[config.mk]
export PLATFORM = sky130hd
export DESIGN_NAME = add_and_branch_instr_exec
export DESIGN_NICKNAME = d
export VERILOG_FILES = /design/src/hdl/quarter_phase_gen.v /design/src/hdl/add_and_branch_instr_exec.v
export VERILOG_INCLUDE_DIRS = /design/src /design/src/shared
export SDC_FILE = /design/constraint.sdc
export NUM_CORES = 1
export LEC_CHECK = 0
export BUFFER_PORTS_ARGS = -buffer_cell sky130_fd_sc_hd__buf_2
export CAP_MARGIN = 40
export CORE_MARGIN = 1.5
export CORE_UTILIZATION = 61
export DETAILED_ROUTE_END_ITERATION = 10
export PLACE_DENSITY_LB_ADDON = 0.12
export SYNTH_ARGS = -nofsm -noshare
export SYNTH_HDL_FRONTEND = slang
export SYNTH_SLANG_ARGS = --single-unit
[constraint.sdc]
create_clock -name ref_clk_in -period 9.2 [get_ports ref_clk_in]
set_input_delay 0.46 -clock ref_clk_in [delete_from_list [all_inputs] [get_ports ref_clk_in]]
set_output_delay 0.46 -clock ref_clk_in [all_outputs]
set_load 0.02 [all_outputs]
[src/shared/instr_exec_map.vh]
/*
  Constants for the add, AND, bit-clear and conditional-branch execute slice:
  opcode patterns, field positions, status bit positions and phase codes.
  Assumes it is included by bare name from each design file that needs it.
*/
`ifndef INSTR_EXEC_MAP_VH
`define INSTR_EXEC_MAP_VH

// Opcode patterns compared against the top bits of the instruction word.
`define OPC_ADDC_HI 6'h08
`define OPC_ANDF_HI 6'h05
`define OPC_ANDL_HI 8'h0B
`define OPC_BCLR_HI 4'h9
`define OPC_BRC_HI 8'hE2
`define OPC_BRNC_HI 8'hE3
`define OPC_BRN_HI 8'hE6

// Instruction field positions.
`define FLD_D_BIT 9
`define FLD_A_BIT 8
`define FLD_B_LSB 9
`define FLD_B_MSB 11

// Status bit positions inside the five-bit flag vector.
`define ST_UNSIGNED 0
`define ST_HALF 1
`define ST_LOW 2
`define ST_SIGNED 3
`define ST_TOP 4

// Address at or below which indexed literal offset addressing applies.
`define IDX_LIMIT 8'h5F
// Access-bank split: low addresses go to bank 0, the rest to the top bank.
`define ACC_SPLIT 8'h60
`define ACC_HIGH_BANK 4'hF
`define ACC_LOW_BANK 4'h0

// Reset values.
`define RST_BYTE 8'h00
`define RST_FLAGS 5'h00
`define RST_PC 21'h00_0000

// Quarter-phase one-hot codes.
`define PH_Q1 4'h1
`define PH_Q2 4'h2
`define PH_Q3 4'h4
`define PH_Q4 4'h8

`endif

[src/hdl/quarter_phase_gen.v]
/*
  Quarter-phase generator: a one-hot ring that splits the core clock into
  four phases forming one instruction cycle.
  Assumes a synchronised active-low reset in the core clock domain.
*/
`timescale 1ns/10ps
`include "instr_exec_map.vh"

module quarter_phase_gen (
  input wire clk_in,
  input wire rst_n_in,
  output reg [3:0] phase_out
);

  // Rotate the one-hot phase every clock; the ring restarts at the first phase.
  always @(posedge clk_in or negedge rst_n_in) begin
    if (!rst_n_in) begin
      phase_out <= `PH_Q1;
    end else begin
      phase_out <= {phase_out[2:0], phase_out[3]};
    end
  end

endmodule

[src/hdl/add_and_branch_instr_exec.v]
/*
  Execute slice of an 8-bit core: add with carry, AND with literal or file,
  bit clear of a file register and three conditional relative branches.
  Assumes the fetch unit holds instr_in stable for a whole instruction cycle
  and that data memory returns the addressed byte combinationally on
  mem_rdata_in.
*/
`timescale 1ns/10ps
`include "instr_exec_map.vh"

module add_and_branch_instr_exec #(
  parameter PC_W = 21
) (
  input wire ref_clk_in,
  input wire resetn_in,
  input wire [15:0] instr_in,
  input wire instr_valid_in,
  input wire ext_set_en_in,
  input wire [3:0] bank_pointer_in,
  input wire [7:0] index_base_in,
  input wire [7:0] mem_rdata_in,
  output wire [11:0] mem_addr_out,
  output reg [11:0] mem_waddr_out,
  output reg [7:0] mem_wdata_out,
  output reg mem_we_out,
  output reg [7:0] acc_out,
  output reg [4:0] status_out,
  output reg [PC_W-1:0] pc_out,
  output wire [3:0] phase_out,
  output reg stall_out
);

  ////////////////////////////////////////////////////////////////////////////
  // Reset synchroniser and phase ring.

  reg rst_meta;
  reg rst_sync;

  // Release the reset through two flops so the whole core leaves it on one edge.
  always @(posedge ref_clk_in or negedge resetn_in) begin
    if (!resetn_in) begin
      rst_meta <= 1'b0;
      rst_sync <= 1'b0;
    end else begin
      rst_meta <= 1'b1;
      rst_sync <= rst_meta;
    end
  end

  wire [3:0] phase;

  quarter_phase_gen u_phase (
    .clk_in(ref_clk_in),
    .rst_n_in(rst_sync),
    .phase_out(phase)
  );

  assign phase_out = phase;

  ////////////////////////////////////////////////////////////////////////////
  // Functions used by the address and branch paths.

  // Returns the 12-bit data address for a file operand.
  function [11:0] file_addr;
    input [7:0] f;
    input a;
    input ext_en;
    input [3:0] bank;
    input [7:0] base;
    reg [7:0] idx;
    begin
      idx = base + f;
      if (a) begin
        file_addr = {bank, f};
      end else if (ext_en && (f <= `IDX_LIMIT)) begin
        file_addr = {`ACC_LOW_BANK, idx};
      end else if (f < `ACC_SPLIT) begin
        file_addr = {`ACC_LOW_BANK, f};
      end else begin
        file_addr = {`ACC_HIGH_BANK, f};
      end
    end
  endfunction

  // Sign-extends an 8-bit offset, doubles it and adds it to the counter.
  function [PC_W-1:0] branch_target;
    input [PC_W-1:0] pc;
    input [7:0] n;
    reg [PC_W-1:0] ext;
    begin
      ext = {{(PC_W-8){n[7]}}, n};
      branch_target = pc + {ext[PC_W-2:0], 1'b0};
    end
  endfunction

  ////////////////////////////////////////////////////////////////////////////
  // Decode, held from the first quarter phase onward.

  localparam OP_NONE = 7'h00;
  localparam OP_ADDC = 7'h01;
  localparam OP_ANDL = 7'h02;
  localparam OP_ANDF = 7'h04;
  localparam OP_BCLR = 7'h08;
  localparam OP_BRC = 7'h10;
  localparam OP_BRNC = 7'h20;
  localparam OP_BRN = 7'h40;

  reg [6:0] op;
  reg [6:0] next_op;
  reg [15:0] ir;
  reg [7:0] operand;
  reg [7:0] result;
  reg [4:0] next_flags;
  reg take;
  reg kill;

  // Classify the word; other encodings fall through as no operation.
  always @* begin
    next_op = OP_NONE;
    if (instr_in[15:10] == `OPC_ADDC_HI) begin
      next_op = OP_ADDC;
    end else if (instr_in[15:8] == `OPC_ANDL_HI) begin
      next_op = OP_ANDL;
    end else if (instr_in[15:10] == `OPC_ANDF_HI) begin
      next_op = OP_ANDF;
    end else if (instr_in[15:12] == `OPC_BCLR_HI) begin
      next_op = OP_BCLR;
    end else if (instr_in[15:8] == `OPC_BRC_HI) begin
      next_op = OP_BRC;
    end else if (instr_in[15:8] == `OPC_BRNC_HI) begin
      next_op = OP_BRNC;
    end else if (instr_in[15:8] == `OPC_BRN_HI) begin
      next_op = OP_BRN;
    end
  end

  // The read address is live through the read phase from the latched word.
  assign mem_addr_out = file_addr(ir[7:0], ir[`FLD_A_BIT], ext_set_en_in,
                                  bank_pointer_in, index_base_in);

  ////////////////////////////////////////////////////////////////////////////
  // Process phase arithmetic.

  reg [4:0] low_sum;
  reg [8:0] full_sum;
  reg [7:0] clr_mask;

  // Compute the result and flags of the latched instruction.
  always @* begin
    low_sum = {1'b0, acc_out[3:0]} + {1'b0, operand[3:0]}
              + {4'h0, status_out[`ST_UNSIGNED]};
    full_sum = {1'b0, acc_out} + {1'b0, operand}
               + {8'h00, status_out[`ST_UNSIGNED]};
    clr_mask = ~(8'h01 << ir[`FLD_B_MSB:`FLD_B_LSB]);
    result = `RST_BYTE;
    next_flags = status_out;
    take = 1'b0;
    case (op)
      OP_ADDC: begin
        result = full_sum[7:0];
        next_flags[`ST_UNSIGNED] = full_sum[8];
        next_flags[`ST_HALF] = low_sum[4];
        next_flags[`ST_SIGNED] = (acc_out[7] == operand[7]) &&
                                 (full_sum[7] != acc_out[7]);
        next_flags[`ST_TOP] = full_sum[7];
        next_flags[`ST_LOW] = (full_sum[7:0] == `RST_BYTE);
      end
      OP_ANDL, OP_ANDF: begin
        result = acc_out & operand;
        next_flags[`ST_TOP] = result[7];
        next_flags[`ST_LOW] = (result == `RST_BYTE);
      end
      OP_BCLR: begin
        result = operand & clr_mask;
      end
      OP_BRC: begin
        take = status_out[`ST_UNSIGNED];
      end
      OP_BRNC: begin
        take = ~status_out[`ST_UNSIGNED];
      end
      OP_BRN: begin
        take = status_out[`ST_TOP];
      end
      default: begin
        result = `RST_BYTE;
      end
    endcase
  end

  ////////////////////////////////////////////////////////////////////////////
  // Quarter-phase sequencing.

  reg [7:0] stage_res;
  reg [4:0] stage_flags;
  reg stage_take;

  // Q1 decodes, Q2 reads, Q3 processes, Q4 commits; a killed cycle does nothing.
  always @(posedge ref_clk_in or negedge rst_sync) begin
    if (!rst_sync) begin
      op <= OP_NONE;
      ir <= 16'h0000;
      operand <= `RST_BYTE;
      stage_res <= `RST_BYTE;
      stage_flags <= `RST_FLAGS;
      stage_take <= 1'b0;
      kill <= 1'b0;
      acc_out <= `RST_BYTE;
      status_out <= `RST_FLAGS;
      pc_out <= `RST_PC;
      mem_we_out <= 1'b0;
      mem_waddr_out <= 12'h000;
      mem_wdata_out <= `RST_BYTE;
      stall_out <= 1'b0;
    end else begin
      mem_we_out <= 1'b0;
      case (phase)
        `PH_Q1: begin
          // A taken branch turns the following cycle into a full no-op.
          if (kill || !instr_valid_in) begin
            op <= OP_NONE;
          end else begin
            op <= next_op;
          end
          ir <= instr_in;
          if (!kill) begin
            pc_out <= pc_out + {{(PC_W-2){1'b0}}, 2'b10};
          end
          stall_out <= kill;
        end
        `PH_Q2: begin
          if (op == OP_ANDL || op == OP_BRC || op == OP_BRNC || op == OP_BRN) begin
            operand <= ir[7:0];
          end else begin
            operand <= mem_rdata_in;
          end
        end
        `PH_Q3: begin
          stage_res <= result;
          stage_flags <= next_flags;
          stage_take <= take;
        end
        `PH_Q4: begin
          kill <= stage_take;
          if (stage_take) begin
            pc_out <= branch_target(pc_out, operand);
          end
          if (op == OP_ADDC || op == OP_ANDL || op == OP_ANDF) begin
            status_out <= stage_flags;
          end
          if (op == OP_ANDL ||
              ((op == OP_ADDC || op == OP_ANDF) && !ir[`FLD_D_BIT])) begin
            acc_out <= stage_res;
          end else if (op == OP_BCLR ||
                       ((op == OP_ADDC || op == OP_ANDF) && ir[`FLD_D_BIT])) begin
            mem_we_out <= 1'b1;
            mem_waddr_out <= mem_addr_out;
            mem_wdata_out <= stage_res;
          end
        end
        default: begin
          kill <= kill;
        end
      endcase
    end
  end

endmodule

-- Word-level counts from Yosys, hierarchy flattened
Cells that the tools add are included.
Widths: inputs -> output; s select.
- flip-flop bits (word level): 104
- bits of input ports: 40
- output and inout bits: 72
- reduce and logical (&&, ||, !) cells: 23
- shift-type cells: 1
- mux-type cells: 24
- bitwise operators: 5
- equal/unequal tests: 22
- $add $sub $neg: 7
- magnitude comparators: 2
- operators by type and width (operator ; count):
    $mux 7 ; 8
    $mux 21 ; 2
    $pmux 21 s2 ; 1
    $mux 12 ; 3
    $eq 8x8->1 const B ; 3
    $pmux 8 s3 ; 1
    $add 21x2->21 const B ; 1
    $add 21x21->21 ; 1
    $and 8x8->8 ; 2
    $logic_not 8->1 ; 2
    $add 8x8->9 ; 1
    $add 9x1->9 ; 1
    $logic_or 1x1->1 ; 9
    $add 8x8->8 ; 1
    $eq 4x4->1 const B ; 2
    $eq 8x4->1 const B ; 1
    $le 8x7->1 const B ; 1
    $lt 8x7->1 const B ; 1
    $mux 8 ; 1
    $not 8->8 ; 1
    $shl 1x3->8 const A ; 1
    $eq 7x1->1 const B ; 1
    $eq 7x2->1 const B ; 1
    $eq 7x3->1 const B ; 1
    other kinds (25) ; 37

-- Depth between registers and ports, before layout
- word-level depth: 9
- mapped depth: 11
- depth with buffers taken out: 10

-- Hierarchy
Synthesis repeated with hierarchy kept, for this count alone.
- cell total of the unflattened synthesis: 627
- area, all modules: 5865.6 sq um
- by module, submodules not included (module ; area an instance (sq um) ; cells each ; seq. area each (sq um) ; times used):
    add_and_branch_instr_exec ; 5764.3 ; 623 ; 2477.4 ; 1
    quarter_phase_gen ; 101.3 ; 4 ; 101.3 ; 1

-- Least setup slack after synthesis
Ideal clock, no wire load.
- path type: register to register
- start point: register u_phase.phase_out[2]
- end point: register pc_out[11]
- library setup time: 0.130 ns
- path slack: 5.917 ns
- arrival: 3.153 ns
- path buffers: 1
- cell stages (with the launch flop): 12
- path through: dfrtp_1 -> nor4b_4 -> clkbuf_1 -> nand2_1 -> ha_1 -> fa_1 -> a211oi_1 -> nor2_1 -> o41ai_2 -> mux2i_1 -> nand2_1 -> xnor2_1
- cells in the longest elaborated chain, start to end: 3
- elaborated cells on any way between the ends: 7
- RTL lines (item ; RTL line ; source):
    from (decl) ; quarter_phase_gen.v:12 ; output reg [3:0] phase_out
    from (signal assigned) ; quarter_phase_gen.v:18 ; phase_out <= `PH_Q1;
    from (signal assigned) ; quarter_phase_gen.v:20 ; phase_out <= {phase_out[2:0], phase_out[3]};
    $eq 4x4->1 / $eq 4x1->1 (equally long branches) ; add_and_branch_instr_exec.v:217 ; case (phase)
    $ne 2x2->1 (no line) / $reduce_bool 2->1 (equally long branches) ; -- ;
    $reduce_and 3->1 (no line) ; -- ;
    to (signal assigned) ; add_and_branch_instr_exec.v:210 ; pc_out <= `RST_PC;
    to (signal assigned) ; add_and_branch_instr_exec.v:227 ; pc_out <= pc_out + {{(PC_W-2){1'b0}}, 2'b10};
    to (signal assigned) ; add_and_branch_instr_exec.v:246 ; pc_out <= branch_target(pc_out, operand);
    to (decl) ; add_and_branch_instr_exec.v:28 ; output reg [PC_W-1:0] pc_out,
Several ways; a longest one is shown, not always the timed one.
A chain may end at the register's enable or synchronous reset.

-- Final worst setup path
- start point: register u_phase.phase_out[3]
- end point: register pc_out[19]
The elaborated chain is that of the path after synthesis.

==> results.md <==
* NumNets Final at 780
* Total gr overflow at 0
* Fraction of layout cells with a size suffix above 1 at 26.0%
* Hold Vio Cnt, Final at 0
* Hold crit path type: reg -> async
* Top Ports at 112
* Ant. Diodes at 0
* RSZ-0062 raised after global routing: no
* Xor and xnor area share after synthesis at 4.11%
* Post-Syn Instances at 609
* # Max-Cap Violations at 0
* Final Slew Violations at 0
* Critical path type: reg -> reg
* Worst path required time at 9.45 ns
* Die X-Extent at 102 µm
* Unique masters post-synth at 60
* Initial antenna violation count at 0
* Final WL at 15,000 µm
* # DRC at 0
* CTS tree: done
* Cell mode on critical path: nor2_1
* Dominant cells by area after synthesis: dfrtp_1 43%, mux2_2 6.0%, nand2_1 5.8%, ha_1 4.8%, o21ai_0 3.4%
* Post-synthesis mux area share at 8.29%
* CP Launch Type: register
* Via count at 5,165
* CP cell instances: nor4b_4 > nand2_1 > ha_1 > fa_1 > a211oi_1 > nor2_1 > o41ai_2 > buf_2 > mux2i_1 > nor2_1 > xor2_1
* Setup violators final at 0
* WL/cell at 17.8 µm
* Global placer's final weighted congestion at 0.933
* Port Buffer Count at 110
* Via density at 6.10
* Antenna-violating nets left at 0
* First-pass DRT Iterations at 5
* Crit path buf inv count at 1
* Clock Sinks at 103
* Num CTS Buffers at 9
* Maximum vdd drop at 0.0000784 V
* Number of synthesized flops with an enable pin at 0
* Complex-gate fraction of the synthesized area at 15.8%
* Initial core utilization at 63.7%
* Synthesized net count at 676
* Crit Path Max Fanout at 15
* Leakage at 0.00342 µW
* Core area at 9370 µm²
* Largest family of logic cells by synthesized area: simple AND/OR/NAND/NOR gates
* Maximum clock rate at 262 MHz
* Clock buffer depth at 2
* Die Area at 10,400 µm²
* Largest net degree at the start of global routing at 69
* Placed Cells at 830
* Clk_skew at 0.0103 ns
* Least-Margin Pin Slew at 0.868 ns
* Adder-cell share of the synthesized area at 6.16%
* Post-DP HPWL at 11,200 µm
* Worst R2R Start: u_phase.phase_out[3]
* Slowest cell on the critical path: nor4b_4
* Rows at 35
* Clk Tree Root Cell: clkbuf_8
* First-pass GRT wire length at 24,500 µm
* Worst-path clk slew at 0.10 ns
* Worst Path Arrival at 4.07 ns
* Post-synth ARST share at 100%
* Commonest cells post-synth: 102 x dfrtp_1, 93 x nand2_1, 40 x o21ai_0, 37 x nor2_1, 32 x mux2_2
* CP startpoint: u_phase.phase_out[3]
* Status: complete, no violations
* Yosys warning total at 0
* Tmin final at 3.82 ns
* Seq cells post-synth at 103
* Insertion delay of the later-clocked pin in the worst-skew pair at 0.36 ns
* H-tree depth at 3
* Number of global-route vias before repair at 4,934
* Fin cells at 847
* Syn-to-layout area delta at 14.6%
* Critical path endpoint category: register
* PD cells at 111 nW/µm²
* Top-count cell post-synth: dfrtp_1
* Crit share post-route at 41.5%
* Critical path's top delay family: simple AND/OR/NAND/NOR gates
* Synth area leader: dfrtp_1
* Simple-Gate Fraction of Synth Area at 19.8%
* Worst path max stage delay at 0.73 ns
* Primary FF master, synth: dfrtp_1
* Avg Cell Area, Syn at 9.81 µm²
* Share of the yosys chip area belonging to registers at 43.2%
* Initial DRC count at 265
* Post-route setup TNS at 0 ns
* Area of the mapped netlist at 5970 µm²
* Post-synth top area share at 42.7%
* Slew headroom at 42.1%
* Tot GR Track Use at 30.2%
* Die Y at 102 µm
## repair_timing
| item | in CTS | in global routing |
|---|---|---|
| setup buffers | 0 | 0 |
| resized for setup | 0 | 0 |
| hold buffers | 1 | 0 |
| endpoints found under the hold margin | 2 | 0 |
## where the power goes
part / switching, µW / internal [µW]
Sequential: 3.63 / 453
Combinational: 22.3 / 13.8
Clock: 161 / 109
Total: 187 / 576
## cell type report
cell class / instances / area (µm²)
Sequential cell: 103 / 2580
Fill cell: 776 / 2520
Clock inverter: 5 / 42.5
Inverter: 11 / 41.3
Tap cell: 129 / 161
Timing Repair Buffer: 119 / 622
Clock buffer: 11 / 141
Multi-Input combinational cell: 469 / 3260
## per-layer routing
layer | up-vias | wire (µm) | global-route usage [%]
li1 | 2409 | - | -
met1 | 2531 | 6770 | 42.3
met2 | 205 | 7140 | 48.8
met3 | 20 | 882 | 4.45
met4 | 0 | 257 | 9.80
met5 | - | 0 | 0
## final timing paths
| path | endpoint | slack (ns) | cells after the start |
|---|---|---|---|
| worst max-delay path | pc_out[19] | 5.38 | 11 |
| worst min-delay path | u_phase.phase_out[1] | 0.27 | 0 |
| worst max register to register | pc_out[19] | 5.38 | 11 |
| worst min register to register | u_phase.phase_out[1] | 0.27 | 0 |
| max in group asynchronous | acc_out[0] | 7.69 | 1 |
| min in group ref_clk_in | ir[2] | 0.29 | 3 |
## cell families (layout without fill, tap and decap cells)
group	Yosys count	after routing
other	2	2
DFF	103	103
AOI/OAI and AO/OA	137	137
adders and majority gates	27	27
buffers and inverters	37	146
xor gates and xnor gates	28	28
and+or+nand+nor	230	230
muxes	45	45
## layout by cell type (no fill, tap or decap), types with 7 or more instances in the layout
master	synthesis	final
nand3b_1	13	13
nand2_1	93	93
buf_2	6	111
o21ai_0	40	39
inv_1	11	11
nor3_1	14	13
or4_1	7	7
clkbuf_8	0	10
nor2_1	37	37
and2_1	10	10
a21oi_2	8	8
mux2_2	32	32
o31ai_1	7	7
o21a_1	14	14
ha_1	23	23
a21oi_1	14	14
nand3_1	11	11
a22o_1	9	9
mux2i_1	12	12
a21o_1	13	13
xor2_1	16	16
dfrtp_1	102	101
xnor2_1	12	12
## worst reg2reg max path: cells and delay by family (launching register included)
family / cells / cell delay [ns]
xor gates and xnor gates: 1 / 0.14
and+or+nand+nor: 4 / 1.07
muxes: 1 / 0.19
AOI/OAI and AO/OA: 2 / 0.80
DFF: 1 / 0.55
buffers and inverters: 1 / 0.27
adders and majority gates: 2 / 0.68
## state kept, by name, indices dropped and copies added (netlist names)
name               cells
rst_meta               1
operand                8
pc_out                20
status_out             5
u_phase.phase_out      4
mem_wdata_out          8
ir                    12
stage_take             1
stage_flags            5
mem_waddr_out         12
kill                   1
op                     7
stall_out              1
stage_res              8
acc_out                8
mem_we_out             1
rst_sync               1
## metrics by stage
stage	hold WS, ns	util, %	area (µm²)	total power [µW]	setup WS [ns]
6_report	0.270	73.1	6850	763	5.38
5_1_grt	0.292	73.1	6850	791	5.04
4_1_cts	0.276	73.1	6850	769	5.44
3_5_place_dp	0.250	71.0	6650	502	5.48
3_3_place_gp	0.244	70.7	6630	500	5.57
2_1_floorplan	0.164	-	5970	484	5.92
Power figures use the tool's default switching activity.
